===== src/hw/pms_regs.svh =====
/*
 * Constants of the management-port slave: addresses, command codes,
 * reset values and timing counts.
 * Assumes nothing; included by the package and the modules.
 */
`ifndef PMS_REGS_SVH
`define PMS_REGS_SVH

// Seven-bit address group bases
`define PMS_GRP0_BASE      7'h40
`define PMS_GRP1_BASE      7'h50
`define PMS_GRP2_BASE      7'h58
`define PMS_GRP3_BASE      7'h60
// Alert response address, seven-bit form of 8'h19
`define PMS_ALERT_RESP_ADR 7'h0C
// Direction bit values
`define PMS_DIR_WRITE      1'b0
`define PMS_DIR_READ       1'b1
// Command codes
`define PMS_CMD_PAGE       8'h00
`define PMS_CMD_CLEAR      8'h03
// Page values and reset value
`define PMS_PAGE_OUT0      8'h00
`define PMS_PAGE_OUT1      8'h01
`define PMS_PAGE_BOTH      8'hFF
`define PMS_PAGE_RST       8'h00
// Link clock limits in kHz, clock in MHz
`define PMS_SCL_MIN_KHZ    50
`define PMS_SCL_MAX_KHZ    2000
`define PMS_CLK_MHZ        250
// Least clock cycles per link clock half period at the top rate
`define PMS_HALF_CYC ((`PMS_CLK_MHZ * 1000) / (2 * `PMS_SCL_MAX_KHZ))

`endif


===== src/hw/pms_pkg.sv =====
/*
 * Types of the management-port slave.
 * Assumes pms_regs.svh is reachable on the include path.
 */
package pms_pkg;
  `include "pms_regs.svh"

  // Bus phase, one-hot
  typedef enum logic [6:0] {
    PMS_IDLE = 7'h01,
    PMS_ADDR = 7'h02,
    PMS_AACK = 7'h04,
    PMS_WDAT = 7'h08,
    PMS_WACK = 7'h10,
    PMS_RDAT = 7'h20,
    PMS_RACK = 7'h40
  } pms_state_e;

  // Command write towards the regulator core
  typedef struct packed {
    logic       valid;  // One-cycle write strobe
    logic [7:0] code;   // Command code
    logic [7:0] data;   // Data byte
    logic [7:0] index;  // Byte index after the code, from 0
    logic       out0;   // Acts on output 0
    logic       out1;   // Acts on output 1
  } pms_cmd_s;

  // Whole state of the slave
  typedef struct packed {
    pms_state_e st;
    logic [7:0] shf;      // Shift register
    logic [3:0] bitc;     // Bit counter
    logic       rw;       // Direction of the transfer
    logic       alert_response_addr;      // Transfer is an alert response read
    logic       first;    // Next written byte is the code
    logic [7:0] code;     // Latched command code
    logic [7:0] idx;      // Data byte index
    logic [7:0] page;     // Page selection
    logic       alert;    // Alert pending
    logic       sda_oe;   // Drive data low
    logic       scl_d;    // Previous link clock
    logic       sda_d;    // Previous link data
    pms_cmd_s   cmd;      // Command write out
    logic       rd_req;   // Read byte request
  } pms_state_s;
endpackage : pms_pkg


===== src/hw/pms_addr_sel.sv =====
/*
 * Turns the resistor-select index into the one slave address.
 * Assumes the index is stable after reset (sampled once).
 */
`timescale 1ns/1ps
`include "pms_regs.svh"
module pms_addr_sel
  import pms_pkg::*;
(
  input  wire logic       ref_clk_i,   // Clock
  input  wire logic       reset_n_i,   // Synchronous reset, low
  input  wire logic       clk_en_i,    // Clock enable
  input  wire logic [3:0] sel_i,       // Detected resistor index
  output logic      [6:0] addr_o       // Chosen seven-bit address
);
  logic [6:0] base;   // Group base
  logic [6:0] addr_reg;
  logic       done_reg;

  // Group base and offset 0,1,4,5
  always_comb begin
    case (sel_i[3:2])
      2'h0:    base = `PMS_GRP0_BASE;
      2'h1:    base = `PMS_GRP1_BASE;
      2'h2:    base = `PMS_GRP2_BASE;
      default: base = `PMS_GRP3_BASE;
    endcase
  end

  // Catch the strap once after reset release
  always_ff @(posedge ref_clk_i) begin
    if (!reset_n_i) begin
      addr_reg <= 7'h00;
      done_reg <= 1'b0;
    end else if (clk_en_i && !done_reg) begin
      addr_reg <= base | {4'h0, sel_i[1], 1'b0, sel_i[0]};
      done_reg <= 1'b1;
    end
  end

  assign addr_o = addr_reg;
endmodule : pms_addr_sel


===== src/hw/pms_slave.sv =====
/*
 * Slave side of the two-wire management port of a dual-output
 * regulator controller: address match, command code, page, clear,
 * alert and alert response.
 * Assumes link pins synchronous to ref_clk_i, oversampled well above
 * the link rate, and an open-drain wire resolved outside.
 */
// Overview of operation
// Address bit zero: 0 write, 1 read
// Every command code 00 to FF accepted
// Page 0 output zero, page 1 output one
// Answer one address picked by select resistor
// Sixteen addresses in four groups of four
// Host sends one command per address per group
// Alert response read returns own address
// Framing follows PMBus 1.3 over SMBus 2.0
// Optional error check byte, nine bit periods
// Link clock 50 kHz to 2 MHz
// Code 00 selects page, resets to zero
// Code 03 clears faults, releases alert
`timescale 1ns/1ps
`include "pms_regs.svh"
module pms_slave
  import pms_pkg::*;
(
  input  wire logic       ref_clk_i,      // 250 MHz clock
  input  wire logic       reset_n_i,      // Synchronous reset, low
  input  wire logic       clk_en_i,       // Freezes all state when low
  input  wire logic       scl_i,          // Link clock level
  input  wire logic       sda_i,          // Link data level
  output logic            sda_o,          // Data drive value, always 0
  output logic            sda_oe_o,       // Data driven low when high
  input  wire logic [3:0] addr_sel_i,     // Resistor select index
  input  wire logic       fault_i,        // Fault event from core
  output logic            alert_output_o, // Alert, high when pending
  output logic            alert_oe_o,     // Alert pin pulled low
  output pms_cmd_s        cmd_o,          // Command write strobe
  output logic            clear_o,        // Fault clear pulse
  output logic            rd_req_o,       // Read byte wanted, pulse
  output logic      [7:0] rd_code_o,      // Code of the read
  input  wire logic [7:0] rd_data_i,      // Read byte from core
  output logic      [7:0] page_o          // Current page
);
  pms_state_s r_reg;   // Registered state
  pms_state_s r_next;  // Next state
  logic [6:0] own_addr;
  logic       scl_rise, scl_fall, start_c, stop_c;

  // Slave address from the strap
  pms_addr_sel u_addr (
    .ref_clk_i (ref_clk_i),
    .reset_n_i (reset_n_i),
    .clk_en_i  (clk_en_i),
    .sel_i     (addr_sel_i),
    .addr_o    (own_addr)
  );

  // Edge and condition detectors, 62 clocks a half bit at 2 MHz
  assign scl_rise = scl_i & ~r_reg.scl_d;
  assign scl_fall = ~scl_i & r_reg.scl_d;
  assign start_c  = scl_i & r_reg.scl_d & r_reg.sda_d & ~sda_i;
  assign stop_c   = scl_i & r_reg.scl_d & ~r_reg.sda_d & sda_i;

  // Next state
  always_comb begin
    r_next        = r_reg;
    r_next.scl_d  = scl_i;
    r_next.sda_d  = sda_i;
    r_next.cmd.valid = 1'b0;
    r_next.rd_req = 1'b0;
    // Fault event sets alert; set wins over clear below
    if (start_c) begin                     // Start or repeated start
      r_next.st     = PMS_ADDR;
      r_next.bitc   = 4'h0;
      r_next.sda_oe = 1'b0;
    end else if (stop_c) begin             // Stop ends frame
      r_next.st     = PMS_IDLE;
      r_next.sda_oe = 1'b0;
      r_next.first  = 1'b1;
    end else begin
      case (r_reg.st)
        PMS_IDLE: begin
          r_next.sda_oe = 1'b0;
        end
        PMS_ADDR: begin
          if (scl_rise) begin
            r_next.shf  = {r_reg.shf[6:0], sda_i};
            r_next.bitc = r_reg.bitc + 4'h1;
          end else if (scl_fall && r_reg.bitc == 4'h8) begin
            r_next.rw  = r_reg.shf[0];
            r_next.alert_response_addr = (r_reg.shf[7:1] == `PMS_ALERT_RESP_ADR)
                         && r_reg.shf[0] && r_reg.alert;
            if (r_reg.shf[7:1] == own_addr || r_next.alert_response_addr) begin
              r_next.st     = PMS_AACK;
              r_next.sda_oe = 1'b1;
              // A write restarts the code; a read keeps it
              if (r_reg.shf[0] == `PMS_DIR_WRITE)
                r_next.first = 1'b1;
            end else begin
              r_next.st = PMS_IDLE;        // Not ours
            end
          end
        end
        PMS_AACK: begin
          if (scl_fall) begin
            r_next.bitc = 4'h0;
            if (r_reg.rw == `PMS_DIR_READ) begin
              r_next.st = PMS_RDAT;
              // Own address with read bit on alert response
              r_next.shf = r_reg.alert_response_addr ? {own_addr, 1'b1} : rd_data_i;
              r_next.sda_oe = r_reg.alert_response_addr ? ~own_addr[6] : ~rd_data_i[7];
              r_next.idx = 8'h00;
            end else begin
              r_next.st     = PMS_WDAT;
              r_next.sda_oe = 1'b0;
            end
          end
        end
        PMS_WDAT: begin
          if (scl_rise) begin
            r_next.shf  = {r_reg.shf[6:0], sda_i};
            r_next.bitc = r_reg.bitc + 4'h1;
          end else if (scl_fall && r_reg.bitc == 4'h8) begin
            r_next.st     = PMS_WACK;
            r_next.sda_oe = 1'b1;
            if (r_reg.first) begin         // Any code 00..FF
              r_next.code  = r_reg.shf;
              r_next.first = 1'b0;
              r_next.idx   = 8'h00;
              r_next.rd_req = 1'b1;        // Prefetch for a read
              if (r_reg.shf == `PMS_CMD_CLEAR)
                r_next.alert = 1'b0;
            end else begin
              // Later bytes, a trailing check byte included
              r_next.cmd.valid = 1'b1;
              r_next.cmd.code  = r_reg.code;
              r_next.cmd.data  = r_reg.shf;
              r_next.cmd.index = r_reg.idx;
              r_next.cmd.out0  = r_reg.page != `PMS_PAGE_OUT1;
              r_next.cmd.out1  = r_reg.page != `PMS_PAGE_OUT0;
              r_next.idx       = r_reg.idx + 8'h01;
              if (r_reg.code == `PMS_CMD_PAGE && r_reg.idx == 8'h00)
                r_next.page = r_reg.shf;
            end
          end
        end
        PMS_WACK: begin
          if (scl_fall) begin
            r_next.st     = PMS_WDAT;
            r_next.sda_oe = 1'b0;
            r_next.bitc   = 4'h0;
          end
        end
        PMS_RDAT: begin
          if (scl_rise) begin
            r_next.bitc = r_reg.bitc + 4'h1;
          end else if (scl_fall) begin
            if (r_reg.bitc == 4'h8) begin
              r_next.st     = PMS_RACK;
              r_next.sda_oe = 1'b0;        // Master acknowledges
            end else begin
              r_next.shf    = {r_reg.shf[6:0], 1'b0};
              r_next.sda_oe = ~r_reg.shf[6];
            end
          end
        end
        PMS_RACK: begin
          if (scl_rise) begin
            if (sda_i) begin
              r_next.st = PMS_IDLE;        // Not acknowledged, done
            end else begin
              r_next.idx    = r_reg.idx + 8'h01;
              r_next.rd_req = ~r_reg.alert_response_addr;
            end
          end else if (scl_fall && r_reg.st == PMS_RACK) begin
            r_next.st     = PMS_RDAT;
            r_next.bitc   = 4'h0;
            r_next.shf    = rd_data_i;
            r_next.sda_oe = ~rd_data_i[7];
          end
        end
        default: begin
          r_next.st = PMS_IDLE;
        end
      endcase
    end
    if (fault_i)
      r_next.alert = 1'b1;                 // Set wins over clear
  end

  // State register
  always_ff @(posedge ref_clk_i) begin
    if (!reset_n_i) begin
      r_reg        <= '0;
      r_reg.st     <= PMS_IDLE;
      r_reg.page   <= `PMS_PAGE_RST;
      r_reg.first  <= 1'b1;
      r_reg.scl_d  <= 1'b1;
      r_reg.sda_d  <= 1'b1;
    end else if (clk_en_i) begin
      r_reg <= r_next;
    end
  end

  // Outputs
  assign sda_o          = 1'b0;
  assign sda_oe_o       = r_reg.sda_oe;
  assign alert_output_o = r_reg.alert;
  assign alert_oe_o     = r_reg.alert;
  assign cmd_o          = r_reg.cmd;
  // One pulse as the clear code is taken, with the alert drop
  assign clear_o        = r_reg.rd_req && r_reg.st == PMS_WACK &&
                          r_reg.code == `PMS_CMD_CLEAR;
  assign rd_req_o       = r_reg.rd_req;
  assign rd_code_o      = r_reg.code;
  assign page_o         = r_reg.page;
endmodule : pms_slave


===== config.mk =====
export PLATFORM = sky130hd
export DESIGN_NAME = pms_slave
export DESIGN_NICKNAME = d
export VERILOG_FILES = /design/src/hw/pms_pkg.sv /design/src/hw/pms_addr_sel.sv /design/src/hw/pms_slave.sv
export VERILOG_INCLUDE_DIRS = /design/src /design/src/hw
export SDC_FILE = /design/constraint.sdc
export NUM_CORES = 1
export LEC_CHECK = 0
export ABC_CLOCK_PERIOD_IN_PS = 2800
export BUFFER_PORTS_ARGS = -buffer_cell sky130_fd_sc_hd__buf_2
export CORE_AREA = 5 5 131 133
export CTS_CLUSTER_DIAMETER = 60
export DETAILED_ROUTE_END_ITERATION = 10
export DIE_AREA = 0 0 136 138
export HOLD_SLACK_MARGIN = 0.12
export SYNTH_ARGS = -nofsm -noshare
export SYNTH_HDL_FRONTEND = slang
export SYNTH_SLANG_ARGS = --single-unit

===== constraint.sdc =====
create_clock -name ref_clk_i -period 2.8 [get_ports ref_clk_i]
set_clock_uncertainty 0.1 [all_clocks]
set_input_delay 0 -clock ref_clk_i [delete_from_list [all_inputs] [get_ports ref_clk_i]]
set_output_delay 0 -clock ref_clk_i [all_outputs]
set_load 0.02 [all_outputs]

# Yosys cells after proc, flatten, opt, wreduce, memory -nomap -nowiden
# Index checks and enable logic that the tools add are counted.
# op_classes
add_sub_neg	2
n_eq_ne	57
n_mux	80
bitwise_logic	20
n_reduce_logical	35
# ops
operator	count
28-bit two-way mux	4
27-bit two-way mux	4
8-bit two-way mux	11
19-bit two-way mux	4
7-bit two-way mux	10
7-bit one-hot mux with 7 select lines	1
4-bit inequality test, second input constant	11
3-bit inequality test, second input constant	11
8-bit one-hot mux with 4 select lines	1
15-bit two-way mux	2
2-bit inequality test, second input constant	14
1-bit two-way mux	26
13-bit AND reduction	2
12-bit two-way mux	2
8-bit one-hot mux with 3 select lines	1
4-bit one-hot mux with 5 select lines	1
6-bit one-hot mux with 3 select lines	1
9-bit AND reduction	2
8-bit by 2-bit == test with 1-bit output, second input constant	2
8-bit logical NOT	2
8-bit AND reduction	2
7-bit by 4-bit == test with 1-bit output, second input constant	2
7-bit AND reduction	2
4-bit two-way mux	3
other kinds (41)	73
# totals
regBits	86
inputBits	18

# Logic depth before layout (Yosys ltp)
# Gate-level depths: netlist of the first run.
# depth
ltp_word	10
ltp_mapped	10
ltp_nobuf	8

# Modules after synthesis
# A second synthesis of the first run with hierarchy kept.
# unflattened
cells_unflattened	610
area_unflattened_um2	4972.3
# by_module_without_submodules
module	n_inst	cells_per_inst	area_each_um2
pms_slave	1	580	4679.5
pms_addr_sel	1	30	292.8

# Worst setup path before layout of the first run
# OpenSTA, ideal clock, no wires.
# synth_timing
path_kind	register -> register
startpoint	register r_reg[77] in the netlist's numbering
endpoint	register r_reg, in the netlist page_o[7]
arrival_time_ps	2243
required_time_ps	2572
slack_ps	329
stages_incl_launch_ff	9
path_buffers	2
path_cell_list	dfxtp_1 > buf_6 > nor4_4 > nand4_4 > or4_1 > buf_6 > nor3_4 > mux2i_1 > nor2_1
# synth_between
elab_chain_len	2
# synth_lines
item	line_no	text
from (decl)	pms_slave.sv:44	pms_state_s r_reg;
from (signal assigned)	pms_slave.sv:201	r_reg <= r_next;
7-bit by 4-bit == test with 1-bit output	pms_slave.sv:81	case (r_reg.st)
8-bit AND reduction (no source line)	-	
# Every way passes these cells.
# A chain may end at the register's enable or synchronous reset.

# Final worst setup path of the first run
# layout_timing
startpoint	register r_reg[71] in the netlist's numbering
endpoint	register r_reg[70] in the netlist's numbering
# layout_between
elab_chain_len	4
elab_cells_between_ends	18
cone_classes	eq/ne (13); mux (1); reduce/logical (4)
# layout_lines
item	line_no
7-bit == test, or another cell as far along	pms_slave.sv:81, pms_slave.sv:175
1-bit logical AND or 2-bit OR reduction (tied branches)	-
4-bit by 3-bit inequality test with 1-bit output (no source line), or another cell as far along	-
12-bit AND reduction (no source line)	-
# Parallel ways exist; a longest one is shown, timed or not.

==> results.sh, run 1 <==
export IMPL_yosysWarnings=0
export IMPL_die_area_um2=18800
export IMPL_cp_start_kind="flop"
export IMPL_synth_area_um2=4630
export IMPL_syn_nets=584
export IMPL_gp_congestion=0.845
export IMPL_clock_tree_buffer_depth=2
export IMPL_grt_overflow=0
export IMPL_synth_edf_count=0
export IMPL_antenna_cells=0
export IMPL_yosysSeqAreaShare=0.363
export IMPL_routed_wl_um=12100
export IMPL_yosys_area_top_type_share=0.363
export IMPL_drive_above_1_share=0.209
export IMPL_instances_no_fill=824
export IMPL_clk_pin_slew_worst_paths_ps=60
export IMPL_portBuffers=65
export IMPL_status="complete, no violations"
export IMPL_nNetsFinal=627
export IMPL_syn2layout_area_growth_pct=17.8
export IMPL_fillers=1644
export IMPL_numCtsBuffers=9
export IMPL_cts_tree="built"
export IMPL_slowest_delay_ps=750
export IMPL_largest_register_ffs=32
export IMPL_period_minus_slack_ps=2600
export IMPL_post_cts_setup_buffers=0
export IMPL_critPathArrivalTime_ps=2760
export IMPL_cts_sinks=84
export IMPL_synthFlopType="dfxtp_1"
export IMPL_clk_latency_ps=350
export IMPL_crit_fanout=16
export IMPL_cellPowerDensity_nw_per_um2=472
export IMPL_wl_met2_um=5710
export IMPL_grt_max_degree=42
export IMPL_rsz0062_at_grt="no"
export IMPL_hold_violations=0
export IMPL_ir_drop_mv=0.314
export IMPL_finalCritPeriodShare=0.930
export IMPL_path_cells="nor3_1 -> buf_4 -> a21oi_1 -> a2111oi_4 -> nor2_1 -> a311oi_1"
export IMPL_met3_length_um=426
export IMPL_max_freq_ghz=0.384
export IMPL_grt_pass1_wl_um=19900
export IMPL_synthCells=560
export IMPL_highest_layer="met4"
export IMPL_finalMaxSlewViolations=0
export IMPL_initial_utilization=0.295
export IMPL_wl_per_cell_um=14.7
export IMPL_place_hpwl_um=8660
export IMPL_drt_iter0_markers=262
export IMPL_cpMaxStageDelayCell="a2111oi_4"
export IMPL_rows=46
export IMPL_num_vias=3969
export IMPL_avgSynthCellArea_um2=8.27
export IMPL_p_leak_nw=2.16
export IMPL_worstMarginPinSlew_ps=832
export IMPL_path_class="flop to flop"
export IMPL_synth_seq_cells=84
export IMPL_maxCapViolCount=0
export IMPL_die_x_um=136
export IMPL_grt_pass1_vias=3785
export IMPL_clock_root_buffer="clkbuf_16"
export IMPL_crit_path_end_kind="flop"
export IMPL_synth_cell_types=66
export IMPL_drt_met1_wl_um=5730
export IMPL_critPathRequiredTime_ps=2960
export IMPL_dp_cells=785
export IMPL_synth_area_leaders="dfxtp_1, buf_4, nand2_1"
export IMPL_synth_largest_area_cell="dfxtp_1"
export IMPL_die_h_um=138
export IMPL_ant_nets=0
export IMPL_drc=0
export IMPL_yosys_top_cells_count="dfxtp_1, nand2_1, nor2_1"
export IMPL_vias_per_cell=4.82
export IMPL_track_usage=0.130
export IMPL_fin_setup_tns_ps=0
export IMPL_htreeDepth=3
export IMPL_async_flop_share=0
export IMPL_finalSetupViolations=0
export IMPL_drtPass1Iterations=4
export IMPL_core_um2=15700
export IMPL_ios=67
export IMPL_post_synth_top_count_cell="dfxtp_1"
export IMPL_hp_class="primary input to flop"
export IMPL_max_slew_margin=0.446
export IMPL_antenna_found_initial=0
cell usage in the layout, fill, tap and decap left out, types with 3 or more instances in the layout:
master         count
o21ai_0            9
a311oi_1           6
a21oi_1           41
inv_1             12
mux2i_1           29
buf_4             26
xnor2_1           12
or3_1              6
clkbuf_16          9
nor2_1            54
dfxtp_1           84
dlygate4sd3_1     23
o2111ai_1          3
a211oi_1           5
or4_1              3
nand4b_1           4
nand3_1           11
buf_2             65
nor4_1            12
a22oi_1            9
ha_1               6
xor2_1             5
o211ai_1           3
nand2_1           80
nor2b_1            5
nor3_1            13
nand2b_1           7
and3_1             4
metal layers:
metal,GRT usage,vias up
li1,-,1995
met2,0.211,68
met3,0.0265,16
met1,0.170,1890
met4,0.0483,0
met5,0,-
cells by family after synthesis:
group                      Yosys count  share of synthesized area
adders and majority gates            6                     0.0162
buffers and inverters               97                      0.124
muxes                               29                     0.0627
and+or+nand+nor                    222                      0.242
other                                1                   0.000809
xor gates and xnor gates            17                     0.0321
AOI/OAI and AO/OA                  104                      0.159
DFF                                 84                      0.363
area by class of cell:
class | count | area (um^2) | share of cell area
timing repair buffer | 116 | 791 | 0.145
clock inverter | 5 | 36.3 | 0.00665
inverter | 13 | 48.8 | 0.00894
clock buffer | 11 | 243 | 0.0445
multi-input combinational | 379 | 2390 | 0.437
tap | 216 | 270 | 0.0495
sequential | 84 | 1680 | 0.308
repair_timing:
action                                 CTS  global route
endpoints found under the hold margin   33             0
gates resized for setup                  0             0
hold buffers                            23             0
final timing paths:
check	from	endpoint	slack, ps	cells past startpoint
max	r_reg[71]	r_reg[70]	200	6
min	addr_sel_i[1]	u_addr.addr_o[2]	310	4
max reg2reg	r_reg[71]	r_reg[70]	200	6
min reg2reg	cmd_o[25]	cmd_o[25]	350	2
power by group:
| part | leakage, nW | switching, mW | internal, mW |
|---|---|---|---|
| combinational | 1.34 | 0.117 | 0.0923 |
| sequential | 0.678 | 0.0167 | 1.20 |
| clock | 0.140 | 0.518 | 0.629 |
through the flow:
step                      worst slack (ps)  cell area (um^2)  total power, mW   util  hold slack (ps)
after global routing                  5.14              5460             2.67  0.347              344
after global placement                 239              4950             1.43  0.315              139
final                                  196              5460             2.58  0.347              311
after floorplan                        329              4630             1.36      -             28.6
after detailed placement               238              4950             1.43  0.315              143
after CTS                              220              5460             2.60  0.347              311
worst max-delay path, delay by kind of cell, from the launching register on:
family                 cells  cell delay [ps]
AO/OA/AOI/OAI              3             1120
AND/OR/NAND/NOR            2              630
flip-flops                 1              430
buffers and inverters      1              230
Note: power is estimated with default switching activity, not from simulation.
==> run 2: changes to the inputs <==
--- a/config.mk
+++ b/config.mk
@@ -13,6 +13,8 @@
 export DETAILED_ROUTE_END_ITERATION = 10
 export DIE_AREA = 0 0 136 138
 export HOLD_SLACK_MARGIN = 0.12
+export PLACE_DENSITY = 0.51
+export REMOVE_ABC_BUFFERS = 1
 export SYNTH_ARGS = -nofsm -noshare
 export SYNTH_HDL_FRONTEND = slang
 export SYNTH_SLANG_ARGS = --single-unit
==> run 2 against run 1 <==
  * Via count rose by 2.0%
  * Setup slack worse by 11 ps
  * Critical path depth up 3
  * Combinational power grew 2%
  * Final cell count up 0.49%
  * Fmax is 0.43% lower
  * Critical path type unchanged
  * Largest power group is now the clock network
==> results.sh, run 2 (synthesized netlist as in run 1, its figures left out) <==
export IMPL_vias_per_cell=4.89
export IMPL_rsz0062_at_grt="no"
export IMPL_ios=67
export IMPL_track_usage=0.133
export IMPL_hp_start="addr_sel_i[1]"
export IMPL_worst_slack_ps=184
export IMPL_fin_setup_tns_ps=0
export IMPL_clock_tree_buffer_depth=2
export IMPL_holdPathStages=4
export IMPL_hp_class="primary input to flop"
export IMPL_reg2reg_to="r_reg[74]"
export IMPL_hold_violations=0
export IMPL_rr_worst_depth=9
export IMPL_cts_sinks=84
export IMPL_min_to="u_addr.addr_o[2]"
export IMPL_cp_start_kind="flop"
export IMPL_drive_above_1_share=0.216
export IMPL_drt_iter0_markers=484
export IMPL_netSwitchingPower_mw=0.665
export IMPL_cellPowerDensity_nw_per_um2=515
export IMPL_p_total_mw=2.87
export IMPL_drtPass1Iterations=5
export IMPL_critPathRequiredTime_ps=2980
export IMPL_die_area_um2=18800
export IMPL_drc=0
export IMPL_place_hpwl_um=9080
export IMPL_path_class="flop to flop"
export IMPL_core_um2=15700
export IMPL_largest_register_ffs=32
export IMPL_critPathArrivalTime_ps=2800
export IMPL_clock_root_buffer="clkbuf_16"
export IMPL_dp_slack_ps=157
export IMPL_crit_fanout=12
export IMPL_max_freq_ghz=0.382
export IMPL_syn2layout_area_growth_pct=20.1
export IMPL_power_internal_mw=2.20
export IMPL_grt_pass1_vias=3749
export IMPL_status="complete, no violations"
export IMPL_num_vias=4049
export IMPL_p_comb_frac=0.074
export IMPL_finalSetupViolations=0
export IMPL_max_slew_margin=0.454
export IMPL_p_leak_nw=2.21
export IMPL_cts_tree="built"
export IMPL_grt_max_degree=37
export IMPL_portBuffers=65
export IMPL_routed_wl_um=12700
export IMPL_grt_pass1_wl_um=20200
export IMPL_final_cell_mix="dfxtp_1, nand2_1, buf_2"
export IMPL_maxCapViolCount=0
export IMPL_clk_pin_slew_worst_paths_ps=60
export IMPL_numCtsBuffers=9
export IMPL_pwr_share_clk=0.501
export IMPL_utilization=0.354
export IMPL_antenna_found_initial=0
export IMPL_gp_congestion=0.874
export IMPL_crit_path_end_kind="flop"
export IMPL_hold_ws_ps=326
export IMPL_die_x_um=136
export IMPL_r2r_start="r_reg[59]"
export IMPL_wl_per_cell_um=15.3
export IMPL_period_minus_slack_ps=2620
export IMPL_swShare=0.232
export IMPL_ant_nets=0
export IMPL_worstMarginPinSlew_ps=811
export IMPL_die_h_um=138
export IMPL_htreeDepth=3
export IMPL_grt_overflow=0
export IMPL_worst_r2r_setup_slack_ps=180
export IMPL_power_frac_seq=0.425
export IMPL_finalCritPeriodShare=0.934
export IMPL_finalMaxSlewViolations=0
export IMPL_rows=46
export IMPL_nNetsFinal=631
export IMPL_initial_utilization=0.295
export IMPL_ir_drop_mv=0.294
export IMPL_antenna_cells=0
export IMPL_clk_latency_ps=340
export IMPL_layout_commonest_cell="dfxtp_1"
export IMPL_fillers=1641
-- run 2: power groups by stage --
stage	Combinational (mW)	Clock [mW]	Sequential, mW
final	0.213	1.44	1.22
after global routing	0.232	1.52	1.22
after CTS	0.211	1.47	1.22
after detailed placement	0.184	0	1.25
after global placement	0.184	0	1.24
after floorplan	0.101	0	1.25
-- run 2: worst max path at each step --
stage | startpoint | end | slack [ps] | depth (start not counted)
floorplan | r_reg[28] | cmd_o[0] | -150 | 5
global placement | r_reg[71] | r_reg[67] | 170 | 5
detailed placement | r_reg[76] | r_reg[67] | 160 | 6
CTS | r_reg[76] | r_reg[67] | 140 | 6
global route | r_reg[59] | r_reg[74] | 20 | 9
finish | r_reg[59] | r_reg[74] | 180 | 9
-- run 2: cell type report --
type                       count  area (um^2)  area share
inverter                      13         48.8     0.00877
timing repair buffer         120          821       0.147
clock inverter                 6          119      0.0214
clock buffer                  10          239      0.0429
sequential                    84         1680       0.302
tap                          216          270      0.0486
multi-input combinational    379         2390       0.429
-- run 2: per-layer routing --
metal  wire length (um)  GRT usage  up-vias
met5                  0          0        -
met4                119     0.0324        0
met2               5710      0.201      118
li1                   -          -     1999
met1               6100      0.192     1923
met3                729     0.0312        9
-- run 2: worst max-delay path, stage by stage (launching register included) --
cell	delay (ps)
dfxtp_1	330
inv_1	90
ha_1	170
and3b_1	350
o21ai_0	150
a21boi_0	250
o2111ai_1	130
buf_4	210
or4b_2	620
a21oi_1	140
-- run 2: timing repair --
action                                 CTS  global route
setup buffers                            0             1
endpoints found under the hold margin   33             0
setup endpoints to repair                0             8
resized for setup                        0             0
hold buffers                            23             0
-- run 2: through the flow --
step                cells  cell area, um^2
floorplan             476             4110
global placement      788             4960
CTS                   827             5550
global route          828             5570
finish                828             5570
detailed placement    788             4960
==> run 3: changes to the inputs <==
--- a/config.mk
+++ b/config.mk
@@ -6,15 +6,17 @@
 export SDC_FILE = /design/constraint.sdc
 export NUM_CORES = 1
 export LEC_CHECK = 0
-export ABC_CLOCK_PERIOD_IN_PS = 2800
+export ABC_CLOCK_PERIOD_IN_PS = 3300
 export BUFFER_PORTS_ARGS = -buffer_cell sky130_fd_sc_hd__buf_2
-export CORE_AREA = 5 5 131 133
+export CORE_AREA = 5 5 135 137
 export CTS_CLUSTER_DIAMETER = 60
 export DETAILED_ROUTE_END_ITERATION = 10
-export DIE_AREA = 0 0 136 138
+export DIE_AREA = 0 0 140 142
 export HOLD_SLACK_MARGIN = 0.12
 export PLACE_DENSITY = 0.51
 export REMOVE_ABC_BUFFERS = 1
+export SKIP_LAST_GASP = 1
 export SYNTH_ARGS = -nofsm -noshare
 export SYNTH_HDL_FRONTEND = slang
+export SYNTH_HIERARCHICAL = 1
 export SYNTH_SLANG_ARGS = --single-unit
==> constraint.sdc (replaced) <==
create_clock -name ref_clk_i -period 3.3 [get_ports ref_clk_i]
set_clock_uncertainty 0.1 [all_clocks]
set_input_delay 0 -clock ref_clk_i [delete_from_list [all_inputs] [get_ports ref_clk_i]]
set_output_delay 0 -clock ref_clk_i [all_outputs]
set_load 0.02 [all_outputs]
==> run 3 against run 2 <==
  * Power down 21%
  * Final cell count up 3.5%
  * Via count up 4.4%
  * Synthesized cell count up 8.9%
  * Non-clock buffer count down 25
  * Design area up 0.65%
  * Utilization down 2.3 points
  * Combinational power down 16%
  * Die area up 5.9%
  * Sequential power down 15%
  * Global-route usage up 0.27 points
  * Critical path type unchanged
  * Highest routed layer unchanged
==> results.sh, run 3 <==
export IMPL_vias_per_cell=4.93
export IMPL_critPathArrivalTime_ps=2910
export IMPL_synth_largest_area_cell="dfxtp_1"
export IMPL_crit_fanout=15
export IMPL_rows=48
export IMPL_synth_area_um2=4970
export IMPL_antenna_found_initial=0
export IMPL_synth_area_leaders="dfxtp_1, mux2i_1, buf_4"
export IMPL_yosys_area_top_type_share=0.338
export IMPL_initial_utilization=0.294
export IMPL_largest_register_ffs=32
export IMPL_synth_seq_cells=84
export IMPL_cts_hold_buf=17
export IMPL_maxCapViolCount=0
export IMPL_worst_r2r_setup_slack_ps=570
export IMPL_track_usage=0.136
export IMPL_cp_start_kind="flop"
export IMPL_clock_root_buffer="clkbuf_16"
export IMPL_syn2layout_area_growth_pct=12.7
export IMPL_hold_violations=0
export IMPL_hold_ws_ps=185
export IMPL_worstMarginPinSlew_ps=966
export IMPL_crit_path_end_kind="flop"
export IMPL_synthFlopType="dfxtp_1"
export IMPL_finalCritPeriodShare=0.828
export IMPL_drt_iter0_markers=213
export IMPL_hp_class="primary input to flop"
export IMPL_synthCells=610
export IMPL_die_h_um=142
export IMPL_cts_tree="built"
export IMPL_avgSynthCellArea_um2=8.15
export IMPL_path_depth=6
export IMPL_drive_above_1_share=0.163
export IMPL_die_x_um=140
export IMPL_cpMaxStageDelayCell="dfxtp_1"
export IMPL_post_synth_top_count_cell="nand2_1"
export IMPL_grt_max_degree=63
export IMPL_path_class="flop to flop"
export IMPL_synth_edf_count=0
export IMPL_async_flop_share=0
export IMPL_cp_startpoint="r_reg[77]"
export IMPL_p_leak_nw=2.17
export IMPL_endpoint="r_reg[45]"
export IMPL_nNetsFinal=651
export IMPL_yosys_top_cells_count="nand2_1, dfxtp_1, buf_4"
export IMPL_routed_wl_um=13500
export IMPL_yosysSeqAreaShare=0.338
export IMPL_ctsResizeCount=0
export IMPL_drc=0
export IMPL_post_cts_setup_buffers=0
export IMPL_max_slew_margin=0.356
export IMPL_antenna_cells=0
export IMPL_ir_drop_mv=0.230
export IMPL_multi_input_area_um2=2690
export IMPL_htreeDepth=3
export IMPL_finalMaxSlewViolations=0
export IMPL_fillers=1835
export IMPL_ant_nets=0
export IMPL_clk_latency_ps=350
export IMPL_regArea_um2=1680
export IMPL_num_vias=4229
export IMPL_numCtsBuffers=9
export IMPL_core_um2=16900
export IMPL_max_freq_ghz=0.366
export IMPL_clk_pin_slew_worst_paths_ps=70
export IMPL_die_area_um2=19900
export IMPL_grt_overflow=0
export IMPL_portBuffers=65
export IMPL_grt_pass1_vias=4021
export IMPL_reg2reg_to="r_reg[45]"
export IMPL_finalSetupViolations=0
export IMPL_synth_cell_types=64
export IMPL_fin_setup_tns_ps=0
export IMPL_slowest_delay_ps=710
export IMPL_path_delay_family="simple AND/OR/NAND/NOR gates"
export IMPL_rr_worst_depth=6
export IMPL_ios=67
export IMPL_period_minus_slack_ps=2730
export IMPL_gp_congestion=0.875
export IMPL_path_buf_inv=0
export IMPL_clock_tree_buffer_depth=2
export IMPL_yosysWarnings=6
export IMPL_cellPowerDensity_nw_per_um2=405
export IMPL_status="complete, no violations"
export IMPL_grt_pass1_wl_um=21900
export IMPL_drtPass1Iterations=5
export IMPL_final_cell_mix="nand2_1, dfxtp_1, buf_2"
export IMPL_rsz0062_at_grt="no"
export IMPL_wl_per_cell_um=15.8
export IMPL_critPathRequiredTime_ps=3480
export IMPL_layout_commonest_cell="nand2_1"
export IMPL_cts_sinks=84
export IMPL_place_hpwl_um=9750
export IMPL_path_cells="nor4_1 -> and4_1 -> a31oi_1 -> nand3_1 -> or4_1 -> a21oi_1"
export IMPL_r2r_start="r_reg[77]"
-- run 3: cell type report --
cell class              count  area share
well taps                 225      0.0503
inverters                  14     0.00938
repair buffers             95       0.106
clock buffers              10      0.0409
clock inverters             6      0.0127
multi-input cells         423       0.481
flip-flops and latches     84       0.300
-- run 3: cell families (layout without fill, tap and decap cells) --
| logic type | Yosys count | count (layout) | synth area share |
|---|---|---|---|
| buffers and inverters | 103 | 125 | 0.120 |
| AND/OR/NAND/NOR | 243 | 243 | 0.257 |
| multiplexers | 40 | 40 | 0.0805 |
| XOR/XNOR | 15 | 15 | 0.0264 |
| flip-flops | 84 | 84 | 0.338 |
| other | 2 | 2 | 0.00151 |
| AO/OA/AOI/OAI | 117 | 117 | 0.161 |
| adder cells (fa/ha/maj) | 6 | 6 | 0.0151 |
-- run 3: power by group --
group	leakage, nW	total, mW	switching (mW)	internal (mW)
Combinational	1.35	0.178	0.100	0.0778
Sequential	0.678	1.04	0.0171	1.02
Clock	0.145	1.05	0.454	0.596
-- run 3: stage by stage --
stage | instances | setup slack [ps] | power (mW) | utilization | cell area [um^2]
2_1_floorplan | 521 | 372 | 1.15 | - | 4430
3_3_place_gp | 824 | 714 | 1.22 | 0.303 | 5130
3_5_place_dp | 824 | 629 | 1.22 | 0.303 | 5130
4_1_cts | 857 | 591 | 2.29 | 0.331 | 5600
5_1_grt | 857 | 258 | 2.35 | 0.331 | 5600
6_report | 857 | 566 | 2.27 | 0.331 | 5600
-- run 3: tightest hold or removal path, stage by stage --
cell	delay [ps]
buf_2	190
a41o_1	230
a31oi_1	40
o21ai_0	120
-- run 3: layer usage --
metal	GRT usage	part of all wire
met1	0.189	0.48
met5	0	0
met4	0.0306	0.0097
met3	0.0336	0.056
met2	0.215	0.45
-- run 3: worst min-delay path by stage --
stage,startpoint,end,slack [ps],cells after the start
CTS,scl_i,r_reg[56],160,4
detailed placement,addr_sel_i[0],u_addr/addr_o[0],160,3
global route,scl_i,r_reg[71],240,5
floorplan,reset_n_i,r_reg[56],-20,1
finish,scl_i,r_reg[56],190,4
global placement,clk_en_i,r_reg[29],150,3
